## src/hw/fpc_defines.vh

```
// constants for the front panel controller: register map, fields, reset values, timing
`ifndef FPC_DEFINES_VH
`define FPC_DEFINES_VH
// register byte offsets
`define FPC_CTRL_ADDR 12'h000
`define FPC_TIME_ADDR 12'h004
`define FPC_STAT_ADDR 12'h008
// control register fields
`define FPC_CTRL_TEST 0
`define FPC_CTRL_VARH 1
`define FPC_CTRL_AR_EN 2
`define FPC_CTRL_AS_EN 3
`define FPC_CTRL_BL_CONT 4
`define FPC_CTRL_PT_GT1 5
`define FPC_CTRL_CLK_PAGE 6
`define FPC_CTRL_CLEAR 7
`define FPC_CTRL_RESET 7'h00
// timing register fields and reset values
`define FPC_TIME_BL_LSB 0
`define FPC_TIME_AR_LSB 8
`define FPC_TIME_SC_LSB 16
`define FPC_BL_MIN_RESET 4'h1
`define FPC_AR_MIN_RESET 5'h05
`define FPC_SC_SEC_RESET 5'h05
// programmable ranges
`define FPC_BL_MIN_LO 4'h1
`define FPC_BL_MIN_HI 4'ha
`define FPC_AR_MIN_LO 5'h01
`define FPC_AR_MIN_HI 5'h1e
`define FPC_SC_SEC_LO 5'h02
`define FPC_SC_SEC_HI 5'h1e
// clock and time base
`define FPC_CLK_NS 10
`define FPC_MS_NS 1000000
// button timing in ms
`define FPC_DEBOUNCE_MS 5'h14
`define FPC_LONG_MS 13'h03e8
`define FPC_LONG_MAX_MS 13'h07d0
`define FPC_EXT_MS 13'h1388
// other times
`define FPC_SEC_MS 10'h3e8
`define FPC_HALF_SEC_MS 10'h1f4
`define FPC_LED_MS 4'ha
`define FPC_FLASH_MS 7'h32
`define FPC_SETUP_RET_SEC 11'h12c
`define FPC_NOAR_SCROLL_SEC 11'h03c
// press classes
`define FPC_CLS_NONE 2'h0
`define FPC_CLS_SHORT 2'h1
`define FPC_CLS_LONG 2'h2
`define FPC_CLS_EXT 2'h3
// number of data displays
`define FPC_NUM_DISP 3'h7
`endif

```

## src/hw/fpc_front_panel.v

```verilog
// front panel controller: indicators, button classification, display mode and timers
`timescale 1ns/100ps
`include "fpc_defines.vh"

// Overview of operation
// - normal mode flashes the energy indicator once per imported Wh, 1,000 per kWh.
// - test mode flashes at 10,000 per unit for imported Wh or inductive varh.
// - test mode stops energy and demand accumulation.
// - receive and transmit indicators flash while the primary serial port is busy.
// - each phase voltage indicator lights while that voltage input is present.
// - presses are short, long (1 to 2 s) or extended (5 s or more).
// - page-advance button acts on press: page in data mode, item in programming.
// - confirm acts on release; short advances displays, over 5 s enters programming.
// - in programming a short confirm moves on, a one second hold selects.
// - both buttons briefly pressed and released in data mode return display to its start page.
// - with backlight off a short press only lights the backlight.
// - backlight stays on 1 to 10 minutes, default 1, or continuously.
// - auto-return after 1 to 30 idle minutes in data, 5 minutes in setup.
// - auto-return with auto-scroll enabled starts scrolling at once.
// - auto-scroll steps pages every 2 to 30 seconds.
// - without auto-return, scrolling resumes after 1 idle minute where it stopped.
// - a press stops scrolling when lit; when dark the second press does.
// - no auto-scroll while test mode is active.
// - display refreshes once per second, clock display twice per second.
// - seven data displays selected in turn by short confirm presses.
// - volts with one decimal at ratio 1.0, kilovolts with three above.
// - test mode shows test display instead of billing displays, mode reads test.
module fpc_front_panel #(
	parameter integer MS_CYCLES = `FPC_MS_NS / `FPC_CLK_NS
) (
	input wire pclk,
	input wire presetn,
	input wire psel,
	input wire penable,
	input wire pwrite,
	input wire [11:0] paddr,
	input wire [31:0] pwdata,
	output reg [31:0] prdata_q,
	output reg pready_q,
	output reg pslverr_q,
	input wire page_button_n,
	input wire confirm_button_n,
	input wire primary_serial_port_rx_busy,
	input wire primary_serial_port_tx_busy,
	input wire [2:0] voltage_present,
	input wire imp_wh_quantum,
	input wire imp_wh_test_quantum,
	input wire imp_varh_test_quantum,
	output reg energy_led_q,
	output reg accumulate_en_q,
	output reg rx_led_q,
	output reg tx_led_q,
	output reg phase_one_voltage_indicator_q,
	output reg phase_two_voltage_indicator_q,
	output reg phase_three_voltage_indicator_q,
	output reg page_step_q,
	output reg display_step_q,
	output reg param_enter_q,
	output reg menu_select_q,
	output reg start_page_q,
	output reg return_default_q,
	output reg prog_mode_q,
	output reg [2:0] display_idx_q,
	output reg [1:0] press_class_q,
	output reg backlight_q,
	output reg scrolling_q,
	output reg refresh_q,
	output reg volt_kv_q,
	output reg test_display_q
);
	localparam [31:0] MS_SPAN = MS_CYCLES - 1;
	localparam [16:0] MS_LAST = MS_SPAN[16:0];
	localparam [2:0] S_IDLE = 3'b001;
	localparam [2:0] S_HELD = 3'b010;
	localparam [2:0] S_BOTH = 3'b100;

	// clamp a programmed value into its legal range
	function [4:0] fpc_clamp;
		input [4:0] v;
		input [4:0] lo;
		input [4:0] hi;
		begin
			fpc_clamp = (v < lo) ? lo : ((v > hi) ? hi : v);
		end
	endfunction

	// minutes to seconds; 30 minutes still fits 11 bits
	function [10:0] fpc_min2sec;
		input [4:0] m;
		begin
			fpc_min2sec = {6'h00, m} * 11'h03c;
		end
	endfunction

	// press class from hold time; 2 to 5 s is no class at all
	function [1:0] fpc_class;
		input [12:0] ms;
		begin
			if (ms < `FPC_LONG_MS)
				fpc_class = `FPC_CLS_SHORT;
			else if (ms <= `FPC_LONG_MAX_MS)
				fpc_class = `FPC_CLS_LONG;
			else if (ms >= `FPC_EXT_MS)
				fpc_class = `FPC_CLS_EXT;
			else
				fpc_class = `FPC_CLS_NONE;
		end
	endfunction

	reg [6:0] ctrl_q;
	reg [3:0] bl_min_q;
	reg [4:0] ar_min_q;
	reg [4:0] sc_sec_q;
	reg clear_q;
	reg [16:0] ms_cnt_q;
	reg ms_tick_q;
	reg [9:0] sec_ms_q;
	reg sec_tick_q;
	reg [9:0] ref_ms_q;
	reg [1:0] btn_s1_q;
	reg [1:0] btn_s2_q;
	reg [1:0] btn_db_q;
	reg [1:0] btn_prev_q;
	reg [4:0] db_cnt_q [0:1];
	reg [1:0] act_s1_q;
	reg [1:0] act_s2_q;
	reg [2:0] volt_s1_q;
	reg [2:0] volt_s2_q;
	reg [6:0] flash_ms_q;
	reg flash_q;
	reg [3:0] led_ms_q;
	reg [2:0] st_q;
	reg [12:0] hold_ms_q;
	reg swallow_q;
	reg [10:0] idle_sec_q;
	reg [10:0] bl_sec_q;
	reg [4:0] sc_cnt_q;
	integer i;

	wire test_w = ctrl_q[`FPC_CTRL_TEST];
	wire apb_acc = psel & penable & pready_q;
	wire [1:0] rise_w = btn_db_q & ~btn_prev_q;
	wire [10:0] ar_lim_w = prog_mode_q ? `FPC_SETUP_RET_SEC :
		fpc_min2sec(fpc_clamp(ar_min_q, `FPC_AR_MIN_LO, `FPC_AR_MIN_HI));
	wire [10:0] idle_lim_w = ctrl_q[`FPC_CTRL_AR_EN] ? ar_lim_w : `FPC_NOAR_SCROLL_SEC;
	wire [10:0] bl_lim_w = fpc_min2sec(
		fpc_clamp({1'b0, bl_min_q}, {1'b0, `FPC_BL_MIN_LO}, {1'b0, `FPC_BL_MIN_HI}));
	wire [4:0] sc_lim_w = fpc_clamp(sc_sec_q, `FPC_SC_SEC_LO, `FPC_SC_SEC_HI);
	wire [1:0] cls_w = fpc_class(hold_ms_q);
	wire scroll_ok_w = ctrl_q[`FPC_CTRL_AS_EN] & ~test_w;
	// in test mode the second billing display is skipped, the first shows test data
	wire [2:0] next_disp_w = (display_idx_q == `FPC_NUM_DISP - 3'h1) ? 3'h0 :
		((test_w && display_idx_q == 3'h0) ? 3'h2 : display_idx_q + 3'h1);

	// apb slave: one wait state so read data comes from a flop
	always @(posedge pclk or negedge presetn)
	begin
		if (!presetn)
		begin
			pready_q <= 1'b0;
			prdata_q <= 32'h0000_0000;
			pslverr_q <= 1'b0;
			ctrl_q <= `FPC_CTRL_RESET;
			bl_min_q <= `FPC_BL_MIN_RESET;
			ar_min_q <= `FPC_AR_MIN_RESET;
			sc_sec_q <= `FPC_SC_SEC_RESET;
			clear_q <= 1'b0;
		end
		else
		begin
			pready_q <= psel & penable & ~pready_q;
			clear_q <= 1'b0;
			pslverr_q <= 1'b0;
			prdata_q <= 32'h0000_0000;
			if (psel & penable & ~pready_q)
			begin
				case (paddr)
					`FPC_CTRL_ADDR: prdata_q <= {25'h0, ctrl_q};
					`FPC_TIME_ADDR: prdata_q <= {11'h0, sc_sec_q, 3'h0, ar_min_q, 4'h0, bl_min_q};
					`FPC_STAT_ADDR: prdata_q <= {21'h0, press_class_q, volt_s2_q,
						scrolling_q, backlight_q, display_idx_q, prog_mode_q};
					default: pslverr_q <= 1'b1;
				endcase
			end
			if (apb_acc & pwrite)
			begin
				if (paddr == `FPC_CTRL_ADDR)
				begin
					ctrl_q <= pwdata[6:0];
					clear_q <= pwdata[`FPC_CTRL_CLEAR];
				end
				if (paddr == `FPC_TIME_ADDR)
				begin
					bl_min_q <= pwdata[`FPC_TIME_BL_LSB +: 4];
					ar_min_q <= pwdata[`FPC_TIME_AR_LSB +: 5];
					sc_sec_q <= pwdata[`FPC_TIME_SC_LSB +: 5];
				end
			end
		end
	end

	// time base: millisecond and second ticks, refresh and flash rates
	always @(posedge pclk or negedge presetn)
	begin
		if (!presetn)
		begin
			ms_cnt_q <= 17'h00000;
			ms_tick_q <= 1'b0;
			sec_ms_q <= 10'h000;
			sec_tick_q <= 1'b0;
			ref_ms_q <= 10'h000;
			refresh_q <= 1'b0;
			flash_ms_q <= 7'h00;
			flash_q <= 1'b0;
		end
		else
		begin
			ms_tick_q <= (ms_cnt_q == MS_LAST);
			ms_cnt_q <= (ms_cnt_q == MS_LAST) ? 17'h00000 : ms_cnt_q + 17'h00001;
			sec_tick_q <= 1'b0;
			refresh_q <= 1'b0;
			if (ms_tick_q)
			begin
				sec_ms_q <= (sec_ms_q == `FPC_SEC_MS - 10'h001) ? 10'h000 : sec_ms_q + 10'h001;
				sec_tick_q <= (sec_ms_q == `FPC_SEC_MS - 10'h001);
				// clock page needs twice the rate so the seconds digit never skips
				if (ref_ms_q >= (ctrl_q[`FPC_CTRL_CLK_PAGE] ? `FPC_HALF_SEC_MS : `FPC_SEC_MS) - 10'h001)
				begin
					ref_ms_q <= 10'h000;
					refresh_q <= 1'b1;
				end
				else
					ref_ms_q <= ref_ms_q + 10'h001;
				flash_ms_q <= (flash_ms_q == `FPC_FLASH_MS - 7'h01) ? 7'h00 : flash_ms_q + 7'h01;
				if (flash_ms_q == `FPC_FLASH_MS - 7'h01)
					flash_q <= ~flash_q;
			end
		end
	end

	// pin synchronisers, debounce and plain indicators
	always @(posedge pclk or negedge presetn)
	begin
		if (!presetn)
		begin
			btn_s1_q <= 2'b00;
			btn_s2_q <= 2'b00;
			btn_db_q <= 2'b00;
			btn_prev_q <= 2'b00;
			act_s1_q <= 2'h0;
			act_s2_q <= 2'h0;
			volt_s1_q <= 3'h0;
			volt_s2_q <= 3'h0;
			for (i = 0; i < 2; i = i + 1)
				db_cnt_q[i] <= 5'h00;
			rx_led_q <= 1'b0;
			tx_led_q <= 1'b0;
			phase_one_voltage_indicator_q <= 1'b0;
			phase_two_voltage_indicator_q <= 1'b0;
			phase_three_voltage_indicator_q <= 1'b0;
			volt_kv_q <= 1'b0;
			accumulate_en_q <= 1'b1;
		end
		else
		begin
			btn_s1_q <= {~confirm_button_n, ~page_button_n};
			btn_s2_q <= btn_s1_q;
			btn_prev_q <= btn_db_q;
			// a level must hold for the debounce time before it is believed
			for (i = 0; i < 2; i = i + 1)
			begin
				if (clear_q || btn_s2_q[i] == btn_db_q[i])
					db_cnt_q[i] <= 5'h00;
				else if (ms_tick_q && db_cnt_q[i] == `FPC_DEBOUNCE_MS - 5'h01)
				begin
					btn_db_q[i] <= btn_s2_q[i];
					db_cnt_q[i] <= 5'h00;
				end
				else if (ms_tick_q)
					db_cnt_q[i] <= db_cnt_q[i] + 5'h01;
			end
			act_s1_q <= {primary_serial_port_tx_busy, primary_serial_port_rx_busy};
			act_s2_q <= act_s1_q;
			volt_s1_q <= voltage_present;
			volt_s2_q <= volt_s1_q;
			rx_led_q <= act_s2_q[0] & flash_q;
			tx_led_q <= act_s2_q[1] & flash_q;
			phase_one_voltage_indicator_q <= volt_s2_q[0];
			phase_two_voltage_indicator_q <= volt_s2_q[1];
			phase_three_voltage_indicator_q <= volt_s2_q[2];
			volt_kv_q <= ctrl_q[`FPC_CTRL_PT_GT1];
			accumulate_en_q <= ~test_w;
		end
	end

	// energy pulse indicator, stretched so the eye can see each quantum
	always @(posedge pclk or negedge presetn)
	begin
		if (!presetn)
		begin
			energy_led_q <= 1'b0;
			led_ms_q <= 4'h0;
		end
		else if ((!test_w && imp_wh_quantum) ||
			(test_w && (ctrl_q[`FPC_CTRL_VARH] ? imp_varh_test_quantum : imp_wh_test_quantum)))
		begin
			energy_led_q <= 1'b1;
			led_ms_q <= 4'h0;
		end
		else if (ms_tick_q && energy_led_q)
		begin
			led_ms_q <= led_ms_q + 4'h1;
			if (led_ms_q == `FPC_LED_MS - 4'h1)
				energy_led_q <= 1'b0;
		end
	end

	// button state machine, display mode and idle timers
	always @(posedge pclk or negedge presetn)
	begin
		if (!presetn)
		begin
			st_q <= S_IDLE;
			hold_ms_q <= 13'h0000;
			swallow_q <= 1'b0;
			page_step_q <= 1'b0;
			display_step_q <= 1'b0;
			param_enter_q <= 1'b0;
			menu_select_q <= 1'b0;
			start_page_q <= 1'b0;
			return_default_q <= 1'b0;
			prog_mode_q <= 1'b0;
			display_idx_q <= 3'h0;
			press_class_q <= `FPC_CLS_NONE;
			backlight_q <= 1'b1;
			scrolling_q <= 1'b0;
			idle_sec_q <= 11'h000;
			bl_sec_q <= 11'h000;
			sc_cnt_q <= 5'h00;
			test_display_q <= 1'b0;
		end
		else
		begin
			page_step_q <= 1'b0;
			display_step_q <= 1'b0;
			param_enter_q <= 1'b0;
			menu_select_q <= 1'b0;
			start_page_q <= 1'b0;
			return_default_q <= 1'b0;
			test_display_q <= test_w & ~prog_mode_q & (display_idx_q == 3'h0);
			if (ms_tick_q && st_q != S_IDLE && hold_ms_q != 13'h1fff)
				hold_ms_q <= hold_ms_q + 13'h0001;
			if (sec_tick_q && idle_sec_q != 11'h7ff)
				idle_sec_q <= idle_sec_q + 11'h001;
			if (sec_tick_q && backlight_q)
				bl_sec_q <= bl_sec_q + 11'h001;
			if (sec_tick_q && backlight_q && !ctrl_q[`FPC_CTRL_BL_CONT] && bl_sec_q >= bl_lim_w - 11'h001)
				backlight_q <= 1'b0;
			// idle timeout: auto-return, or resumed scrolling when it is off
			if (sec_tick_q && idle_sec_q == idle_lim_w - 11'h001)
			begin
				if (ctrl_q[`FPC_CTRL_AR_EN])
				begin
					return_default_q <= 1'b1;
					prog_mode_q <= 1'b0;
					display_idx_q <= 3'h0;
					scrolling_q <= scroll_ok_w;
				end
				else
					scrolling_q <= scroll_ok_w & ~prog_mode_q;
				sc_cnt_q <= 5'h00;
			end
			else if (sec_tick_q && scrolling_q)
			begin
				sc_cnt_q <= (sc_cnt_q >= sc_lim_w - 5'h01) ? 5'h00 : sc_cnt_q + 5'h01;
				page_step_q <= (sc_cnt_q >= sc_lim_w - 5'h01);
			end
			if (test_w)
				scrolling_q <= 1'b0;
			case (st_q)
				S_IDLE:
				begin
					if (rise_w != 2'b00)
					begin
						hold_ms_q <= 13'h0000;
						idle_sec_q <= 11'h000;
						bl_sec_q <= 11'h000;
						backlight_q <= 1'b1;
						// a dark press only lights up, so it cannot stop scrolling
						swallow_q <= ~backlight_q | scrolling_q;
						if (backlight_q)
							scrolling_q <= 1'b0;
						st_q <= (btn_db_q == 2'b11) ? S_BOTH : S_HELD;
						if (rise_w == 2'b01 && btn_db_q == 2'b01 && backlight_q && !scrolling_q)
							page_step_q <= 1'b1;
					end
				end
				S_HELD:
				begin
					if (btn_db_q == 2'b11)
						st_q <= S_BOTH;
					else if (btn_db_q == 2'b00)
					begin
						st_q <= S_IDLE;
						if (btn_prev_q[1])
						begin
							press_class_q <= cls_w;
							if (!swallow_q && !prog_mode_q)
							begin
								if (cls_w == `FPC_CLS_SHORT)
								begin
									display_step_q <= 1'b1;
									display_idx_q <= next_disp_w;
								end
								if (cls_w == `FPC_CLS_LONG)
									param_enter_q <= 1'b1;
								if (cls_w == `FPC_CLS_EXT)
								begin
									prog_mode_q <= 1'b1;
									scrolling_q <= 1'b0;
								end
							end
							else if (!swallow_q)
							begin
								if (hold_ms_q < `FPC_LONG_MS)
									page_step_q <= 1'b1;
								else
									menu_select_q <= 1'b1;
							end
						end
						else
							press_class_q <= cls_w;
					end
				end
				S_BOTH:
				begin
					if (btn_db_q == 2'b00)
					begin
						st_q <= S_IDLE;
						press_class_q <= cls_w;
						if (!swallow_q && !prog_mode_q && cls_w == `FPC_CLS_SHORT)
							start_page_q <= 1'b1;
					end
				end
				default: st_q <= S_IDLE;
			endcase
			if (clear_q)
			begin
				st_q <= S_IDLE;
				hold_ms_q <= 13'h0000;
			end
		end
	end
endmodule // fpc_front_panel

```

## config.mk

```make
export PLATFORM = sky130hd
export DESIGN_NAME = fpc_front_panel
export DESIGN_NICKNAME = d
export VERILOG_FILES = /design/src/hw/fpc_front_panel.v
export VERILOG_INCLUDE_DIRS = /design/src /design/src/hw
export SDC_FILE = /design/constraint.sdc
export NUM_CORES = 1
export LEC_CHECK = 0
export BUFFER_PORTS_ARGS = -buffer_cell sky130_fd_sc_hd__buf_4
export CAP_MARGIN = 20
export CORE_ASPECT_RATIO = 0.75
export CORE_UTILIZATION = 50
export CTS_CLUSTER_DIAMETER = 50
export DETAILED_ROUTE_END_ITERATION = 8
export PLACE_DENSITY = 0.7
export SETUP_SLACK_MARGIN = 0.2
export SLEW_MARGIN = 10
export SYNTH_ARGS = -nofsm -noshare
export SYNTH_HDL_FRONTEND = slang
export SYNTH_SLANG_ARGS = --single-unit
```

## constraint.sdc

```tcl
create_clock -name pclk -period 7 [get_ports pclk]
set_clock_uncertainty 0.15 [all_clocks]
set_input_delay 0.7 -clock pclk [delete_from_list [all_inputs] [get_ports pclk]]
set_output_delay 0.7 -clock pclk [all_outputs]
set_load 0.02 [all_outputs]
```

; After elaboration in Yosys (flattened, before gate mapping)
; Cells that the tools add are included.
[totals]
in_bits = 59
ramBits = 0
ff_bits = 203
memories = 0
latch_bits = 0
romBits = 0
[classes]
div_mod_pow = 0
n_addsub = 16
mul = 2
n_shift = 0
magnitude_cmp = 12
n_bitwise = 22
reduce_logical = 46
eq_ne = 26
n_mux = 126
[op_table]
columns = cell, count
row1 = 11-bit 2-to-1 mux, 8
row2 = 1-bit 2-to-1 mux, 66
row3 = 5-bit 2-to-1 mux, 13
row4 = 21-bit case mux with 3 select lines, 1
row5 = 13-bit 2-to-1 mux, 4
row6 = 3-bit 2-to-1 mux, 15
row7 = 10-bit 2-to-1 mux, 3
row8 = 11-bit by 1-bit adder with 11-bit output (second input constant), 2
row9 = 21-bit 2-to-1 mux, 1
row10 = 10-bit by 1-bit adder with 10-bit output (second input constant), 2
row11 = 1-bit logical AND, 19
row12 = 17-bit by 1-bit adder with 17-bit output (second input constant), 1
row13 = 17-bit == test (second input constant), 1
row14 = 17-bit 2-to-1 mux, 1
row15 = 4-bit 2-to-1 mux, 4
row16 = 2-bit AND reduction, 8
row17 = 5-bit by 1-bit adder with 5-bit output (second input constant), 3
row18 = 13-bit by 1-bit adder with 13-bit output (second input constant), 1
row19 = 13-bit greater-or-equal comparator (second input constant), 1
row20 = 13-bit by 11-bit <= comparator with 1-bit output (second input constant), 1
row21 = 13-bit by 10-bit less-than comparator with 1-bit output (second input constant), 1
row22 = 13-bit != test (second input constant), 1
row23 = 12-bit by 3-bit == test with 1-bit output (second input constant), 1
row24 = 12-bit by 4-bit == test with 1-bit output (second input constant), 1
row25 = other kinds (50), 91

; Logic depth before layout (Yosys ltp)
[depth]
depth_word = 17
depth_mapped = 21
ltp_nobuf = 20

; Worst setup path before layout
; OpenSTA, ideal clock, no wires.
[synth_timing]
path_kind = reg2reg
startpoint = reg ar_min_q[2]
endpoint = reg scrolling_q
path_stages_with_launch = 22
n_path_buf = 1
slack_ns = 1.730
arrival_time_ns = 5.041
cell_sequence = dfstp_2 -> inv_1 -> ha_1 -> nand2b_1 -> nand2b_1 -> a21oi_1 -> nor2_1 -> inv_1 -> fa_1 -> inv_1 -> fa_1 -> inv_1 -> fa_1 -> xnor2_2 -> xnor3_1 -> or4_1 -> a21oi_2 -> o221ai_2 -> nor4b_2 -> a22o_2 -> buf_6 -> mux2i_1
[synth_between]
elab_chain_cells = 17
word_cells_on_any_way = 20
classes_between = add/sub (1) / mul (1) / order compare (2) / eq/ne (1) / mux (14) / reduce/logical (1)
[synth_lines]
columns = item, line
row1 = start: declaration, fpc_front_panel.v:112  ; reg [4:0] ar_min_q;
row2 = start signal: assignment, fpc_front_panel.v:165  ; ar_min_q <= `FPC_AR_MIN_RESET;
row3 = start signal: assignment, fpc_front_panel.v:195  ; ar_min_q <= pwdata[`FPC_TIME_AR_LSB +: 5];
row4 = 5-bit > comparator, fpc_front_panel.v:83  ; fpc_clamp = (v < lo) ? lo : ((v > hi) ? hi : v);
row5 = 5-bit 2-to-1 mux, fpc_front_panel.v:83
row6 = 5-bit 2-to-1 mux *, fpc_front_panel.v:83
row7 = 5-bit by 4-bit multiplier with 9-bit output *, fpc_front_panel.v:91  ; fpc_min2sec = {6'h00, m} * 11'h03c;
row8 = 11-bit 2-to-1 mux *, fpc_front_panel.v:143  ; wire [10:0] ar_lim_w = prog_mode_q ? `FPC_SETUP_RET_SEC :
row9 = 11-bit 2-to-1 mux (no source line) *, --
row10 = 11-bit by 1-bit subtractor with 11-bit output *, fpc_front_panel.v:360  ; if (sec_tick_q && idle_sec_q == idle_lim_w - 11'h001)
row11 = 11-bit == test *, fpc_front_panel.v:360
row12 = 1-bit logical AND *, fpc_front_panel.v:360
row13 = 1-bit 2-to-1 mux *, fpc_front_panel.v:360
row14 = 1-bit 2-to-1 mux *, fpc_front_panel.v:378  ; if (test_w)
row15 = 1-bit 2-to-1 mux, fpc_front_panel.v:417  ; if (cls_w == `FPC_CLS_EXT)
row16 = 1-bit 2-to-1 mux, fpc_front_panel.v:408  ; if (!swallow_q && !prog_mode_q)
row17 = 1-bit 2-to-1 mux, fpc_front_panel.v:405  ; if (btn_prev_q[1])
row18 = 1-bit 2-to-1 mux, fpc_front_panel.v:402  ; else if (btn_db_q == 2'b00)
row19 = 1-bit 2-to-1 mux, fpc_front_panel.v:400  ; if (btn_db_q == 2'b11)
row20 = 1-bit case mux with 2 select lines *, fpc_front_panel.v:380  ; case (st_q)
row21 = end signal: assignment, fpc_front_panel.v:367  ; scrolling_q <= scroll_ok_w;
row22 = end signal: assignment, fpc_front_panel.v:370  ; scrolling_q <= scroll_ok_w & ~prog_mode_q;
row23 = end: declaration, fpc_front_panel.v:66  ; output reg scrolling_q,
; Mark *: on every way between the ends. The rest lies on a longest branch, timed or not.
; A chain may end at the register's enable or synchronous reset.

; Final worst setup path
; Same ends and word-level chain as after synthesis.

==> results.toml <==
[cts]
htree_levels = 4
cts_tree = "done"
cts_buffers = 17
clock_tree.root_cell = "clkbuf_16"
clock_latency_ps = 440
cts.path.max_buffers = 2
cts_setup_buffers = 0
cts_resized = 0
holdBufCountCts = 0
cts.clk_slew.worst_paths_ps = 70
clock_sinks = 189

[grt]
grt_pass1_vias = 7052
grt_pass1_wl_mm = 35.4
grt_usage_pct = 20.8
antenna_found_initial = 0
grt_max_degree = 129
overflow = 0

[synthesis]
yosysMostFrequentCell = "dfrtp_1"
synthTopCellsByCount = "181 x dfrtp_1, 137 x nor2_1, 78 x nand2_1"
synth_cell_types = 64
yosys.area.top_type = "dfrtp_1"
async_flop_share_pct = 100
ys_ff_latch = 189
synth_top_area_share_pct = 43.5
synth_edf_count = 0
syn_area_sq_um = 10400
syn_inst = 1065
ys_seq_area_share_pct = 45.5
synthFlopType = "dfrtp_1"
synth_area_per_cell_sq_um = 9.79
synthTopCellsByArea = "dfrtp_1 43%, ha_1 7.4%, nor2_1 4.9%"
ys_warn_count = 0

[final_layout]
layout-drive-gt1-share_pct = 14.6
final_nets = 1274
n_antenna_cell = 0
syn2layout_area_growth_pct = 14.0

[die]
die_y_microns = 127
num_io_pins = 117
placementRows = 45
coreArea_sq_um = 20300
initial_core_util_pct = 51.3
dieArea_sq_um = 21400
die_w_microns = 169

[worst_setup_path]
end_kind = "flip-flop"
critPathMaxFanout = 11
rr_startpoint = "ar_min_q[2]$_DFFE_PN1P_"
worstPathRequired_ps = 7210
timing.setup.critical_path_class = "reg2reg"
crit_buf_inv = 4
r2r_setup_slack_ps = 1180
regToRegEndpoint = "scrolling_q$_DFF_PN0_"
worst-path-stages = 20
crit_path_start_kind = "flip-flop"
path_common_cell = "inv_1"
crit_arrival_ps = 6030
critical_path.cell_chain = "inv_1 > ha_1 > nand2b_1 > nand2b_1 > a21oi_1 > nor2_1 > inv_1 > fa_1 > inv_1 > fa_1 > inv_1 > fa_1 > xnor2_2 > xnor3_1 > or4_1 > a21oi_2 > o221ai_2 > nor4_1 > a22o_2 > mux2i_1"
reg2reg_depth = 20
cp_top_family = "adder cells"
critPathSlowestCell = "dfstp_2"
cp_slowest_stage_delay_ps = 600

[sta]
fin_crit_sh_pct = 83.1
worst_hold_slack_ps = 199
fin_setup_tns_ps = 0
rsz0062_at_grt = "no"
finalHoldViolCount = 0
finalCriticalPeriod_ps = 5820
tightest_slew_ps = 1020
timing.final.max_slew_violations = 0
setup_viol = 0
relSlewSlack_pct = 31.5
fmax_mhz = 172

[routing]
wirelength_mm = 21.0
wl_per_cell_microns = 14.6
first_iter_violations = 497
dr_total_vias = 7574
ant_nets = 0
firstDrtPassIters = 5
route.detailed.drc = 0
vias_per_cell = 5.27

[job]
cap_violations = 0

[hold_path]
hold_path.class = "reg2reg"
min_to = "btn_s2_q[0]$_DFF_PN0_"
min_delay_path_depth = 0
hp-start = "btn_s1_q[0]$_DFF_PN0_"

[power]
irDropWorstVdd_uv = 186
p_leak_nw = 5.77
powerDensity_nw_per_um2 = 181

[placement]
port_buffers = 88
place_congestion = 0.882
dp.final_hpwl_mm = 15.4

[run_status]
status = "finished clean"
[area by class of cell]
cell class	instances	area [sq um]
sequential	189	4740
timing repair buffer	94	712
inverter	51	191
clock inverter	15	180
tap	282	353
clock buffer	17	425
multi-input combinational	788	5290
fill	1724	8440
[state kept, by name, indices dropped and copies added, names as in the netlist, 3 cells and up]
signal         cells
flash_ms_q         7
ctrl_q             7
volt_s1_q          3
bl_sec_q          11
prdata_q          18
ar_min_q           5
hold_ms_q         13
bl_min_q           4
db_cnt_q          10
sc_sec_q           5
ms_cnt_q          17
volt_s2_q          3
display_idx_q      3
sc_cnt_q           5
st_q               3
led_ms_q           4
ref_ms_q          10
sec_ms_q          10
idle_sec_q        11
[routing by layer]
metal / wire [microns] / global-route usage, % / part of all wire (%)
met5: 0 / 0 / 0
met4: 147 / 5.03 / 0.70
met3: 1020 / 4.31 / 4.9
met2: 9150 / 30.4 / 44
met1: 10700 / 31.5 / 51
[worst reg2reg max path: stages, from the launching register on]
cell      delay, ps
dfstp_2         600
inv_1            90
ha_1            190
nand2b_1        110
nand2b_1        130
a21oi_1          70
nor2_1          270
inv_1           150
fa_1            490
inv_1            70
fa_1            570
inv_1            70
fa_1            540
xnor2_2         290
xnor3_1         340
or4_1           430
a21oi_2         170
o221ai_2        140
nor4_1          330
a22o_2          340
mux2i_1         210
[stage by stage]
stage	cells	setup slack, ps	cell area [sq um]	power (W)	util [%]
finish	1436	1180	11900	0.00215	58.5
global route	1436	802	11900	0.00223	58.5
CTS	1436	1210	11900	0.00218	58.5
detailed placement	1404	1280	11300	0.00119	55.5
global placement	1404	1300	11300	0.00119	55.5
floorplan	1078	1730	10500	0.00115	-
[logic make-up (layout without fill, tap and decap cells)]
group                      Yosys count  after routing  synth area share (%)
and+or+nand+nor                    418            418                  19.6
xor gates and xnor gates            92             92                  7.93
DFF                                189            189                  45.5
AOI/OAI and AO/OA                  156            156                  9.34
buffers and inverters              101            177                  4.33
adders and majority gates           74             74                  9.75
other                                1             14                0.0360
muxes                               34             34                  3.52
[how the worst max path moves through the flow]
stage / startpoint / endpoint
6_report: ar_min_q[2]$_DFFE_PN1P_ / scrolling_q$_DFF_PN0_
5_1_grt: ar_min_q[2]$_DFFE_PN1P_ / prog_mode_q$_DFF_PN0_
4_1_cts: ar_min_q[2]$_DFFE_PN1P_ / scrolling_q$_DFF_PN0_
3_5_place_dp: ar_min_q[2]$_DFFE_PN1P_ / scrolling_q$_DFF_PN0_
3_3_place_gp: ar_min_q[2]$_DFFE_PN1P_ / scrolling_q$_DFF_PN0_
2_1_floorplan: ar_min_q[2]$_DFFE_PN1P_ / scrolling_q$_DFF_PN0_
[report_power, final]
group,leakage (nW),total (W),switching [W],internal (W)
logic,2.94,0.0000664,0.0000434,0.0000230
clock network,0.291,0.000984,0.000445,0.000539
registers,2.54,0.00110,0.00000241,0.00110
[cells in the final DEF, fill, tap and decap left out, types with 8 or more instances in the layout]
cell         n
mux2_2      21
ha_1        62
and3_1      14
dfrtp_1    181
a21oi_1     49
inv_1       51
or3_1       10
nand4_1     26
clkbuf_16   17
nor3_1      26
fa_1        12
o21ai_0     42
dfstp_2      8
mux2i_1     13
nand3_1     42
nor2b_1     10
xor2_1      51
buf_4       93
conb_1      14
nand2_1     78
nand2b_1    13
nor2_1     137
xnor2_1     39
and2_1      22
a21o_1      17
Power figures use the tool's default switching activity.
